File: src/rtl/pcfd_pkg.sv
package pcfd_pkg;
    // ------------------------------------------------------------
    // timing
    // ------------------------------------------------------------
    localparam int unsigned CLK_HZ = 10_000_000;
    localparam int unsigned SYNC_TIMEOUT_US = 3500;
    localparam int unsigned STROBE_NS = 10_000;
    localparam int unsigned SYNC_CYCLES = SYNC_TIMEOUT_US * (CLK_HZ / 1_000_000);
    localparam int unsigned STROBE_CYCLES = STROBE_NS / (1_000_000_000 / CLK_HZ);
    localparam int unsigned CNT_W = 3;
    localparam int unsigned TMR_W = 16;
    localparam int unsigned STB_W = 8;

    // ------------------------------------------------------------
    // slot codes and reset values
    // ------------------------------------------------------------
    localparam logic [2:0] SLOT1_CODE = 3'h1;
    localparam logic [2:0] SLOT2_CODE = 3'h2;
    localparam logic [2:0] COUNT_RST = 3'h0;
    localparam logic [1:0] DIG_RST = 2'h0;

    typedef enum logic [1:0] {PCFD_IDLE, PCFD_READ, PCFD_CLEAR, PCFD_WAIT} pcfd_state_t;

    typedef struct packed {
        logic slot1;
        logic slot2;
    } pcfd_analog_t;

    typedef struct packed {
        logic second;
        logic first;
    } pcfd_digital_t;
endpackage

File: src/rtl/pcfd_decoder.sv
`timescale 1ns/1ns
// Contract
// three-bit frame counter steps on every carrier falling edge; code ignores falling edges while clear_strobe is high
// sync timer held clear without carrier, runs only with carrier
// counter decode gives slot 1 and slot 2 analog pulses
// extra pulses after slot 2 counted, no analog output
// sync event when carrier present longer than timeout, 3.5 ms
// sync starts about 10 us read strobe loading counter low bits
// first output from bit 0, second from bit 1, held until next read
// after read strobe, 10 us clear strobe resets counter
// timeout exceeds longest channel interval, below shortest sync
// transmitter sync interval at least 5 ms for 3.5 ms timeout
// transmitter marks each channel boundary with 500 us dropout
// transmitter sends one to four fixed pulses after slot 2
// frame has one more falling edge than channels, 3 to 6 channels
// low bits 00,01,10,11 give off, first, second, both on
// clocked sampling, sync edges, cycle-count timeouts and strobes
module pcfd_decoder #(
    parameter int unsigned SYNC_CYCLES = pcfd_pkg::SYNC_CYCLES
) (
    input wire logic clk_sys,
    input wire logic rst,
    input wire logic carrier_present,
    output pcfd_pkg::pcfd_analog_t analog_out,
    output pcfd_pkg::pcfd_digital_t digital_out,
    output logic read_strobe,
    output logic clear_strobe
);
    // ------------------------------------------------------------
    // input edge detect
    // ------------------------------------------------------------
    logic carrier_d;
    logic fall;

    always_ff @(posedge clk_sys) begin
        if (rst) begin
            carrier_d <= 1'b0;
        end else begin
            carrier_d <= carrier_present;
        end
    end

    assign fall = carrier_d && !carrier_present;

    // ------------------------------------------------------------
    // sync timer
    // ------------------------------------------------------------
    logic sync_hit;
    logic sync_hit_d;
    logic sync_event;
    localparam logic [pcfd_pkg::TMR_W-1:0] SYNC_LIMIT = pcfd_pkg::TMR_W'(SYNC_CYCLES);

    pcfd_timer #(.W(pcfd_pkg::TMR_W)) u_sync (
        .clk_sys(clk_sys),
        .rst(rst),
        .clear(!carrier_present),
        .run(carrier_present),
        .limit(SYNC_LIMIT),
        .expired(sync_hit)
    );

    always_ff @(posedge clk_sys) begin
        if (rst) begin
            sync_hit_d <= 1'b0;
        end else begin
            sync_hit_d <= sync_hit;
        end
    end

    assign sync_event = sync_hit && !sync_hit_d;

    // ------------------------------------------------------------
    // strobe sequencer
    // ------------------------------------------------------------
    pcfd_pkg::pcfd_state_t state;
    logic [pcfd_pkg::STB_W-1:0] stb_cnt;
    localparam logic [pcfd_pkg::STB_W-1:0] STB_LAST = pcfd_pkg::STB_W'(pcfd_pkg::STROBE_CYCLES - 1);

    always_ff @(posedge clk_sys) begin
        if (rst) begin
            state <= pcfd_pkg::PCFD_IDLE;
            stb_cnt <= '0;
        end else begin
            unique case (state)
                pcfd_pkg::PCFD_IDLE: begin
                    stb_cnt <= '0;
                    if (sync_event) begin
                        state <= pcfd_pkg::PCFD_READ;
                    end
                end
                pcfd_pkg::PCFD_READ: begin
                    if (stb_cnt == STB_LAST) begin
                        stb_cnt <= '0;
                        state <= pcfd_pkg::PCFD_CLEAR;
                    end else begin
                        stb_cnt <= stb_cnt + 1'b1;
                    end
                end
                pcfd_pkg::PCFD_CLEAR: begin
                    if (stb_cnt == STB_LAST) begin
                        stb_cnt <= '0;
                        state <= pcfd_pkg::PCFD_WAIT;
                    end else begin
                        stb_cnt <= stb_cnt + 1'b1;
                    end
                end
                pcfd_pkg::PCFD_WAIT: begin
                    stb_cnt <= '0;
                    state <= pcfd_pkg::PCFD_IDLE;
                end
            endcase
        end
    end

    always_ff @(posedge clk_sys) begin
        if (rst) begin
            read_strobe <= 1'b0;
            clear_strobe <= 1'b0;
        end else begin
            read_strobe <= (state == pcfd_pkg::PCFD_IDLE && sync_event)
                || (state == pcfd_pkg::PCFD_READ && stb_cnt != STB_LAST);
            clear_strobe <= (state == pcfd_pkg::PCFD_READ && stb_cnt == STB_LAST)
                || (state == pcfd_pkg::PCFD_CLEAR && stb_cnt != STB_LAST);
        end
    end

    // ------------------------------------------------------------
    // frame counter
    // ------------------------------------------------------------
    logic [pcfd_pkg::CNT_W-1:0] frame_count;

    always_ff @(posedge clk_sys) begin
        if (rst || clear_strobe) begin
            frame_count <= pcfd_pkg::COUNT_RST;
        end else if (fall) begin
            frame_count <= frame_count + 1'b1;
        end
    end

    // ------------------------------------------------------------
    // analog slot decode
    // ------------------------------------------------------------
    always_ff @(posedge clk_sys) begin
        if (rst) begin
            analog_out <= '0;
        end else begin
            analog_out.slot1 <= (frame_count == pcfd_pkg::SLOT1_CODE);
            analog_out.slot2 <= (frame_count == pcfd_pkg::SLOT2_CODE);
        end
    end

    // ------------------------------------------------------------
    // digital latches
    // ------------------------------------------------------------
    always_ff @(posedge clk_sys) begin
        if (rst) begin
            digital_out <= pcfd_pkg::DIG_RST;
        end else if (read_strobe) begin
            digital_out.first <= frame_count[0];
            digital_out.second <= frame_count[1];
        end
    end
endmodule

File: src/rtl/pcfd_timer.sv
`timescale 1ns/1ns
module pcfd_timer #(
    parameter int unsigned W = 16
) (
    input wire logic clk_sys,
    input wire logic rst,
    input wire logic clear,
    input wire logic run,
    input wire logic [W-1:0] limit,
    output logic expired
);
    logic [W-1:0] count;

    always_ff @(posedge clk_sys) begin
        if (rst || clear) begin
            count <= '0;
        end else if (run && count != limit) begin
            count <= count + 1'b1;
        end
    end

    always_ff @(posedge clk_sys) begin
        if (rst || clear) begin
            expired <= 1'b0;
        end else begin
            expired <= run && (count + 1'b1 == limit || count == limit);
        end
    end
endmodule
File: config.mk
export PLATFORM = sky130hd
export DESIGN_NAME = pcfd_decoder
export DESIGN_NICKNAME = d
export VERILOG_FILES = /design/src/rtl/pcfd_pkg.sv /design/src/rtl/pcfd_decoder.sv /design/src/rtl/pcfd_timer.sv
export SDC_FILE = /design/constraint.sdc
export NUM_CORES = 1
export LEC_CHECK = 0
export ABC_AREA = 1
export BUFFER_PORTS_ARGS = -buffer_cell sky130_fd_sc_hd__buf_4
export CORE_UTILIZATION = 43
export DETAILED_ROUTE_END_ITERATION = 8
export SYNTH_ARGS = -nofsm -noshare
export SYNTH_HDL_FRONTEND = slang
export SYNTH_SLANG_ARGS = --single-unit
File: constraint.sdc
create_clock -name clk_sys -period 1.95 [get_ports clk_sys]
set_input_delay 0.39 -clock clk_sys [delete_from_list [all_inputs] [get_ports clk_sys]]
set_output_delay 0.39 -clock clk_sys [all_outputs]
set_load 0.01 [all_outputs]
==> reports/metrics.yaml, run 1 <==
finish:
  insertedDiodeCount: 0
  fin_cells: 352
  multi_input_area_mm2: 0.00100
  fillers: 434
  final_common_cell: "nand2_1"
  final_cell_mix: "nand2_1 (69), inv_1 (45), nor2_1 (45), dfxtp_1 (37), nand3_1 (17)"
  final_cell_area_mm2: 0.00222
  area_growth_pct: 15.0
  layout-drive-gt1-share: 0.103
  seq_area_um2: 762
  fin_nets: 315
setup_path:
  critical_path.startpoint_type: "flip-flop"
  cpMaxStageDelayCell: "dfxtp_1"
  cp.buffers_inverters: 0
  cp_slowest_stage_delay_ns: 0.42
  required_ns: 2.18
  cp_max_fo: 6
  cpMostUsedCell: "nor2_1"
  crit_chain: "ha_2, nand3_1, nor2_4, nand2_1, nand2_1, nand2_1, nor2_1, nand3_1, nor2_1, nor2_1, nor2_1"
  end_kind: "flip-flop"
  crit_family: "simple AND/OR/NAND/NOR gates"
  crit_type: "flip-flop to flip-flop"
  arrival_ns: 1.92
sta:
  skew_ns: 0.00466
  max_slew.worst_pin.slew_ns: 0.317
  setup_viol: 0
  rsz0062_at_grt: "no"
  hold_viol: 0
  tns_ns: 0
  slew_headroom: 0.788
  max_freq_mhz: 589
  drv_slew: 0
  min_period_over_period: 0.870
  period_needed_ns: 1.70
global_routing:
  grt_max_degree: 13
  grt_usage: 0.190
  grt_overflow: 0
  grt_pass1_vias: 1530
  grt_pass1_wl_um: 6610
  grt_antenna_before_repair: 0
route:
  wirelength_um: 3900
  wire_per_inst_um: 11.1
  drc: 0
  vias: 1705
  vias_per_cell: 4.84
  drt_iter0_markers: 93
  final_antenna_net_count: 0
  first_pass_iters: 5
clock_tree:
  cts.sinks: 38
  clk_path_buf_depth: 2
  cts-buffers-inserted: 5
  cts_tree: "built"
  cts.root.buffer_cell: "clkbuf_8"
  clk_pin_slew_worst_paths_ns: 0.08
  clock_latency_ns: 0.29
  cts_max_level: 2
  post-cts-setup-buffers: 0
floorplan:
  rows: 23
  start_util: 0.466
  die_h_um: 69.0
  die_w_um: 69.0
  core-area_mm2: 0.00414
  die-area_mm2: 0.00476
  ios: 9
logic_synthesis:
  ys_warn_count: 0
  syn-instance-count: 284
  syn_area_mm2: 0.00193
  ys_seq_area_frac: 0.394
  syn_area_per_cell_um2: 6.79
  yosys.cell_types.count: 20
  synth-seq-cells: 38
  syn_nets: 298
place:
  portBuffers: 8
  routabilityCongestion: 0.890
  dp_cells: 344
  hpwl_um: 2980
  dpl_cell_area_mm2: 0.00207
outcome:
  status: "completed"
pwr:
  leakagePower_nw: 0.992
  pwr_density_cell_mw_per_mm2: 902
  ir_drop_mv: 0.710
  p_total_mw: 2.00
flow_run:
  maxCapViolations: 0
min_path:
  hold_class: "primary input to flip-flop"
path summary, 6_finish.rpt:
check	start	to	slack [ns]	cells after the start
hold reg to reg	u_sync.expired$_SDFF_PP0_	sync_hit_d$_SDFF_PP0_	0.45	2
setup reg to reg	u_sync.count[0]$_SDFFE_PP0P_	u_sync.expired$_SDFF_PP0_	0.25	11
setup / recovery	u_sync.count[0]$_SDFFE_PP0P_	u_sync.expired$_SDFF_PP0_	0.25	11
hold / removal	rst	sync_hit_d$_SDFF_PP0_	0.31	2
routing by layer:
layer	global-route usage	share of wire	up-vias
met5	0	0	-
met2	0.283	0.42	31
li1	-	-	925
met1	0.257	0.53	743
met3	0.0444	0.039	6
met4	0.0867	0.014	0
metrics by stage:
step           hold WS (ns)   util  worst slack [ns]
6_report              0.314  0.535             0.253
5_1_grt               0.308  0.535            0.0261
4_1_cts               0.306  0.533             0.216
3_5_place_dp          0.437  0.499             0.232
3_3_place_gp          0.430  0.499             0.240
2_1_floorplan         0.418      -             0.484
Yosys cell counts:
library cell,n,share of area
a211oi_1,1,0.0039
a21oi_1,16,0.042
dfxtp_1,38,0.39
ha_1,11,0.071
inv_1,45,0.088
inv_2,1,0.0019
nand2_1,69,0.13
nand2_2,5,0.016
nand3_1,17,0.044
nand4_1,9,0.029
nor2_1,45,0.088
nor2_2,2,0.0065
nor2_4,2,0.012
nor3_1,4,0.010
nor3b_1,1,0.0039
nor4_1,1,0.0032
o21ai_0,13,0.034
o21bai_1,1,0.0039
o21bai_2,1,0.0058
xnor2_1,2,0.0091
repair_timing:
item / 4_1_cts / 5_1_grt
hold buffers: 0 / 0
setup endpoints to repair: 0 / 1
resized for setup: 0 / 3
flip-flops by register name, summed over array words and instances, names as in the netlist, 2 cells and up:
signal        cells
u_sync.count     16
frame_count       3
stb_cnt           8
state             2
digital_out       2
analog_out        2
logic make-up (layout without fill, tap and decap cells):
family,Yosys count,in the layout,synth area share
and+or+nand+nor,155,155,0.347
buffers and inverters,46,64,0.0895
DFF,38,38,0.394
AOI/OAI and AO/OA,32,32,0.0888
adders and majority gates,11,11,0.0713
xor gates and xnor gates,2,2,0.00908
final cells by class:
cell class	instances	area share
clock buffers	6	0.0372
inverters	46	0.0778
multi-input cells	200	0.452
well taps	50	0.0282
flip-flops and latches	38	0.343
clock inverters	2	0.0271
repair buffers	10	0.0338
where the power goes:
group | total (mW) | leakage, nW | switching [mW] | internal, mW
logic | 0.287 | 0.610 | 0.175 | 0.112
registers | 0.884 | 0.311 | 0.0486 | 0.835
clock network | 0.830 | 0.0714 | 0.284 | 0.546
Note: power is estimated with default switching activity, not from simulation.
==> inputs of run 2 (changes only) <==
--- a/config.mk
+++ b/config.mk
@@ -6,7 +6,7 @@
 export NUM_CORES = 1
 export LEC_CHECK = 0
 export ABC_AREA = 1
-export BUFFER_PORTS_ARGS = -buffer_cell sky130_fd_sc_hd__buf_4
+export BUFFER_PORTS_ARGS = -buffer_cell sky130_fd_sc_hd__buf_2
 export CORE_UTILIZATION = 43
 export DETAILED_ROUTE_END_ITERATION = 8
 export SYNTH_ARGS = -nofsm -noshare
==> run 2 against run 1 <==
Compared with the run above:
- utilization shrank 1.8 points
- die area is the same
- via count is 2.2% higher
- clock power decreased by 32%
==> reports/metrics.yaml, run 2 (synthesized netlist as in run 1, its figures left out) <==
route:
  drc: 0  # unchanged
  met3_wirelength_um: 214  # +39%
  vias: 1742  # +2.2%
  wl_met1_um: 1950  # -5.3%
  wire_per_inst_um: 11.0  # -0.79%
  first_pass_iters: 4  # -1
  final_antenna_net_count: 0  # unchanged
  routed.top_layer: "met4"
  dr_wl_met2_um: 1610  # -1.3%
  wirelength_um: 3870  # -0.79%
  drt_iter0_markers: 80  # -14%
  vias_per_cell: 4.95  # +2.2%
finish:
  fin_nets: 315  # unchanged
  layout-drive-gt1-share: 0.0960  # -0.00662
  insertedDiodeCount: 0  # unchanged
  largest-register: "u_sync.count"
  fin_util: 0.517  # -0.0184
  fin_cells: 352  # unchanged
  reg_top3: "u_sync.count x16, stb_cnt x8, frame_count x3"
  area_growth_pct: 11.0
  final_cell_mix: "nand2_1 (69), inv_1 (45), nor2_1 (45), dfxtp_1 (38), nand3_1 (17)"
  final_cell_area_mm2: 0.00214  # -3.4%
  final_common_cell: "nand2_1"
  fillers: 437  # +0.69%
  largest_register_ffs: 16  # unchanged
min_path:
  hold_class: "primary input to flip-flop"
  hold_path_depth: 2  # unchanged
  min_from: "rst"
  min_to: "sync_hit_d$_SDFF_PP0_"
clock_tree:
  cts_max_level: 2  # unchanged
  cts.sinks: 38  # unchanged
  clk_pin_slew_worst_paths_ns: 0.07  # about the same
  cts_tree: "built"
  cts-buffers-inserted: 5  # unchanged
  post-cts-setup-buffers: 0  # unchanged
  clk_path_buf_depth: 2  # unchanged
  cts_resized: 0  # unchanged
  cts.root.buffer_cell: "clkbuf_8"
  clock_latency_ns: 0.29  # about the same
  hold_buffers: 0  # unchanged
sta:
  min_period_over_period: 0.909  # +0.0394
  max_freq_mhz: 564  # -4.3%
  period_needed_ns: 1.77  # +0.0769 ns
  drv_slew: 0  # unchanged
  slew_headroom: 0.791  # +0.00320
  hold_viol: 0  # unchanged
  tns_ns: 0  # unchanged
  rsz0062_at_grt: "no"
  setup_viol: 0  # unchanged
  max_slew.worst_pin.slew_ns: 0.311  # -0.00603 ns
  skew_ns: 0.00309  # -0.00157 ns
floorplan:
  ios: 9  # unchanged
  core-area_mm2: 0.00414  # unchanged
  die_w_um: 69.0  # unchanged
  rows: 23  # unchanged
  die_h_um: 69.0  # unchanged
  die-area_mm2: 0.00476  # unchanged
  start_util: 0.466  # unchanged
pwr:
  ir_drop_mv: 0.539  # -24%
  p_total_mw: 1.72  # -14%
  pwr_density_cell_mw_per_mm2: 804  # -11%
  leakagePower_nw: 0.968  # -2.4%
setup_path:
  required_ns: 2.18  # about the same
  r2r_slack_ns: 0.18  # -0.08 ns
  end_kind: "flip-flop"
  crit_type: "flip-flop to flip-flop"
  critical_path.startpoint_type: "flip-flop"
  rr_startpoint: "u_sync.count[0]$_SDFFE_PP0P_"
  cp_max_fo: 6  # unchanged
  r2r_end: "u_sync.expired$_SDFF_PP0_"
  ff2ff_path_depth: 11  # unchanged
  arrival_ns: 2.01  # +0.09 ns
flow_run:
  maxCapViolations: 0  # unchanged
global_routing:
  grt_pass1_vias: 1506  # -1.6%
  grt_usage: 0.183  # -0.00670
  grt_overflow: 0  # unchanged
  grt_antenna_before_repair: 0  # unchanged
  grt_max_degree: 13  # unchanged
  grt_pass1_wl_um: 6290  # -4.9%
place:
  dp_cells: 344  # unchanged
  portBuffers: 8  # unchanged
  routabilityCongestion: 0.827  # -7.1%
  hpwl_um: 2990  # +0.37%
  dpl_cell_area_mm2: 0.00205  # -0.97%
outcome:
  status: "completed"
run 2: changes by cell type in the layout (fill, tap and decap cells not counted), sizes merged:
| cell | before | now |
|---|---|---|
| bufinv | 2 | 0 |
| clkinv | 0 | 1 |
| clkinvlp | 0 | 1 |
run 2: metal layers:
layer / vias to the layer above / track usage
met2: 38 / 0.277
met3: 9 / 0.0641
met1: 770 / 0.231
met4: 0 / 0.0893
met5: - / 0
li1: 925 / -
run 2: power breakdown:
| group | internal (mW) | leakage (nW) | total, mW | switching [mW] |
|---|---|---|---|---|
| Sequential | 0.835 | 0.310 | 0.883 | 0.0480 |
| Combinational | 0.103 | 0.610 | 0.274 | 0.171 |
| Clock | 0.284 | 0.0472 | 0.564 | 0.280 |
run 2: per-stage QoR:
| stage | setup WS [ns] | hold slack [ns] |
|---|---|---|
| final | 0.177 | 0.359 |
| after global routing | 0.00534 | 0.368 |
| after CTS | 0.198 | 0.354 |
| after detailed placement | 0.218 | 0.443 |
| after global placement | 0.199 | 0.430 |
| after floorplan | 0.484 | 0.418 |
run 2: area by class of cell:
class	instances	area, um^2	area share
clock buffers	6	82.6	0.0386
clock inverters	2	12.5	0.00584
inverters	46	173	0.0806
multi-input cells	200	996	0.465
flip-flops and latches	38	761	0.355
well taps	50	62.6	0.0292
repair buffers	10	55.1	0.0257
run 2: how the worst max path moves through the flow:
stage	start	to	slack, ns	depth (start not counted)
after floorplan	u_sync.count[1]$_SDFFE_PP0P_	u_sync.expired$_SDFF_PP0_	0.48	11
after global placement	u_sync.count[1]$_SDFFE_PP0P_	u_sync.expired$_SDFF_PP0_	0.20	11
after detailed placement	u_sync.count[1]$_SDFFE_PP0P_	u_sync.expired$_SDFF_PP0_	0.22	11
after CTS	u_sync.count[1]$_SDFFE_PP0P_	u_sync.expired$_SDFF_PP0_	0.20	11
after global routing	u_sync.count[1]$_SDFFE_PP0P_	u_sync.expired$_SDFF_PP0_	0.005	11
final	u_sync.count[0]$_SDFFE_PP0P_	u_sync.expired$_SDFF_PP0_	0.18	11
run 2: worst max-delay path, cell delays in order, from the launching register on:
cell and delay (ns):
dfxtp_1 0.44, ha_1 0.28, nand3_1 0.17, nor2_2 0.21
nand2_1 0.07, nand2_1 0.06, nand2_1 0.07, nor2_1 0.09
nand3_1 0.10, nor2_1 0.10, nor2_1 0.05, nor2_1 0.07
==> inputs of run 3 (changes only) <==
--- a/config.mk
+++ b/config.mk
@@ -8,6 +8,7 @@
 export ABC_AREA = 1
 export BUFFER_PORTS_ARGS = -buffer_cell sky130_fd_sc_hd__buf_2
 export CORE_UTILIZATION = 43
+export CTS_CLUSTER_DIAMETER = 80
 export DETAILED_ROUTE_END_ITERATION = 8
 export SYNTH_ARGS = -nofsm -noshare
 export SYNTH_HDL_FRONTEND = slang
==> constraint.sdc (replaced) <==
create_clock -name clk_sys -period 2.13 [get_ports clk_sys]
set_input_delay 0.426 -clock clk_sys [delete_from_list [all_inputs] [get_ports clk_sys]]
set_output_delay 0.426 -clock clk_sys [all_outputs]
set_load 0.01 [all_outputs]
==> run 3 against run 2 <==
Compared with the run above:
- worst hold slack improved by 0.034 ns
- sequential cell count stayed put
- sequential share of layout area did not move
- register-to-register slack better by 0.18 ns
- setup slack better by 0.18 ns
- clock skew is 0.0035 ns higher
- critical path depth unchanged
- combinational power down 8.8%
- via count fell by 1.3%
- global-route usage is essentially flat
- first-iteration DRC count increased by 53%
- sequential power down 8.6%
- critical endpoint unchanged
- largest cell class unchanged
==> reports/metrics.yaml, run 3 (synthesized netlist as in run 1, its figures left out) <==
outcome:
  status: "completed"
pwr:
  combPwrFrac: 0.160  # about the same
  p_seq_frac: 0.515  # +0.002
  power_switching_share: 0.286  # -0.00397
  ir_drop_mv: 0.378  # -30%
  leakagePower_nw: 0.968  # unchanged
  pwr_density_cell_mw_per_mm2: 732  # -9.0%
  switchingPower_mw: 0.449  # -10%
  pwr-share-clk: 0.325  # -0.003
  p_int_mw: 1.12  # -8.4%
  p_total_mw: 1.57  # -9.0%
clock_tree:
  cts_tree: "built"
  cts-buffers-inserted: 5  # unchanged
  clock_latency_ns: 0.28  # about the same
  cts.root.buffer_cell: "clkbuf_8"
  hold_buffers: 0  # unchanged
  cts.sinks: 38  # unchanged
  cts_max_level: 2  # unchanged
  post-cts-setup-buffers: 0  # unchanged
  clk_path_buf_depth: 2  # unchanged
  clk_pin_slew_worst_paths_ns: 0.08  # about the same
  cts_resized: 0  # unchanged
sta:
  timing.final.ws_setup_ns: 0.356  # +0.179 ns
  min_period_over_period: 0.833  # -0.0766
  period_needed_ns: 1.77  # +0.000622 ns
  drv_slew: 0  # unchanged
  skew_ns: 0.00659  # +0.00351 ns
  max_slew.worst_pin.slew_ns: 0.351  # +0.0404 ns
  max_freq_mhz: 564  # about the same
  hold_viol: 0  # unchanged
  slew_headroom: 0.764  # -0.0275
  rsz0062_at_grt: "no"
  setup_viol: 0  # unchanged
  tns_ns: 0  # unchanged
finish:
  fin_nets: 315  # unchanged
  largest-register: "u_sync.count"
  reg_top3: "u_sync.count x16, stb_cnt x8, frame_count x3"
  layout-drive-gt1-share: 0.0960  # unchanged
  fillers: 427  # -2.3%
  insertedDiodeCount: 0  # unchanged
  multi_input_area_um2: 996  # unchanged
  final_common_cell: "nand2_1"
  area_growth_pct: 11.0  # unchanged
  seq_area_um2: 761  # unchanged
  final_cell_mix: "nand2_1 (69), inv_1 (45), nor2_1 (45), dfxtp_1 (38), nand3_1 (17)"
  largest_register_ffs: 16  # unchanged
route:
  met3_wirelength_um: 164  # -23%
  dr_wl_met2_um: 1640  # +1.4%
  drt_iter0_markers: 122  # +53%
  wirelength_um: 3810  # -1.7%
  first_pass_iters: 4  # unchanged
  vias: 1720  # -1.3%
  wl_met1_um: 1960  # +0.62%
  vias_per_cell: 4.89  # -1.3%
  final_antenna_net_count: 0  # unchanged
  routed.top_layer: "met4"
  drc: 0  # unchanged
  wire_per_inst_um: 10.8  # -1.7%
floorplan:
  die_w_um: 69.0  # unchanged
  ios: 9  # unchanged
  die_h_um: 69.0  # unchanged
  core-area_mm2: 0.00414  # unchanged
  die-area_mm2: 0.00476  # unchanged
  start_util: 0.466  # unchanged
  rows: 23  # unchanged
place:
  portBuffers: 8  # unchanged
  hpwl_um: 3000  # +0.46%
  routabilityCongestion: 0.872  # +5.4%
  dpl_worst_slack_ns: 0.377  # +0.159 ns
global_routing:
  grt_max_degree: 13  # unchanged
  grt_pass1_vias: 1490  # -1.1%
  grt_antenna_before_repair: 0  # unchanged
  grt_overflow: 0  # unchanged
  grt_pass1_wl_um: 6400  # +1.9%
  grt_usage: 0.184  # about the same
setup_path:
  required_ns: 2.36  # +0.18 ns
  end_kind: "flip-flop"
  crit_family: "simple AND/OR/NAND/NOR gates"
  cpMostUsedCell: "nor2_1"
  worstSetupPathDepth: 11  # unchanged
  ff2ff_path_depth: 11  # unchanged
  arrival_ns: 2.00  # about the same
  cp_slowest_stage_delay_ns: 0.43  # about the same
  critical_path.startpoint_type: "flip-flop"
  cp_max_fo: 6  # unchanged
  cp.buffers_inverters: 0  # unchanged
  cpMaxStageDelayCell: "dfxtp_1"
  crit_chain: "ha_1, nand3_1, nor2_2, nand2_1, nand2_1, nand2_1, nor2_1, nand3_1, nor2_1, nor2_1, nor2_1"
  crit_type: "flip-flop to flip-flop"
min_path:
  hold_class: "primary input to flip-flop"
  hold_path_depth: 2  # unchanged
flow_run:
  maxCapViolations: 0  # unchanged
-- run 3: layer usage --
| metal | up-vias | global-route usage |
|---|---|---|
| met5 | - | 0 |
| met4 | 0 | 0.0459 |
| met1 | 751 | 0.250 |
| met3 | 6 | 0.0493 |
| met2 | 30 | 0.285 |
| li1 | 933 | - |
-- run 3: final cells by class --
class	count	area share
multi-input combinational	200	0.465
sequential	38	0.355
inverter	46	0.0806
clock buffer	6	0.0386
tap	50	0.0292
timing repair buffer	10	0.0257
clock inverter	2	0.00584
-- run 3: path summary, 6_finish.rpt --
kind | slack [ns] | end | start
setup / recovery | 0.36 | u_sync.expired$_SDFF_PP0_ | u_sync.count[1]$_SDFFE_PP0P_
hold / removal | 0.39 | clear_strobe$_SDFF_PP0_ | rst
setup reg to reg | 0.36 | u_sync.expired$_SDFF_PP0_ | u_sync.count[1]$_SDFFE_PP0P_
hold reg to reg | 0.45 | stb_cnt[7]$_SDFF_PP0_ | stb_cnt[7]$_SDFF_PP0_
-- run 3: through the flow --
stage	instance area, um^2	hold WS, ns	std cells	utilization
2_1_floorplan	1930	0.418	284	-
6_report	2140	0.393	352	0.517
3_3_place_gp	2050	0.431	344	0.494
3_5_place_dp	2050	0.440	344	0.494
5_1_grt	2140	0.403	352	0.517
4_1_cts	2140	0.386	352	0.517
-- run 3: power groups by stage --
stage | registers [mW] | clock network, mW | logic [mW]
CTS | 0.808 | 0.519 | 0.255
global route | 0.817 | 0.551 | 0.294
floorplan | 0.821 | 0 | 0.181
global placement | 0.824 | 0 | 0.251
detailed placement | 0.824 | 0 | 0.252
finish | 0.807 | 0.509 | 0.250
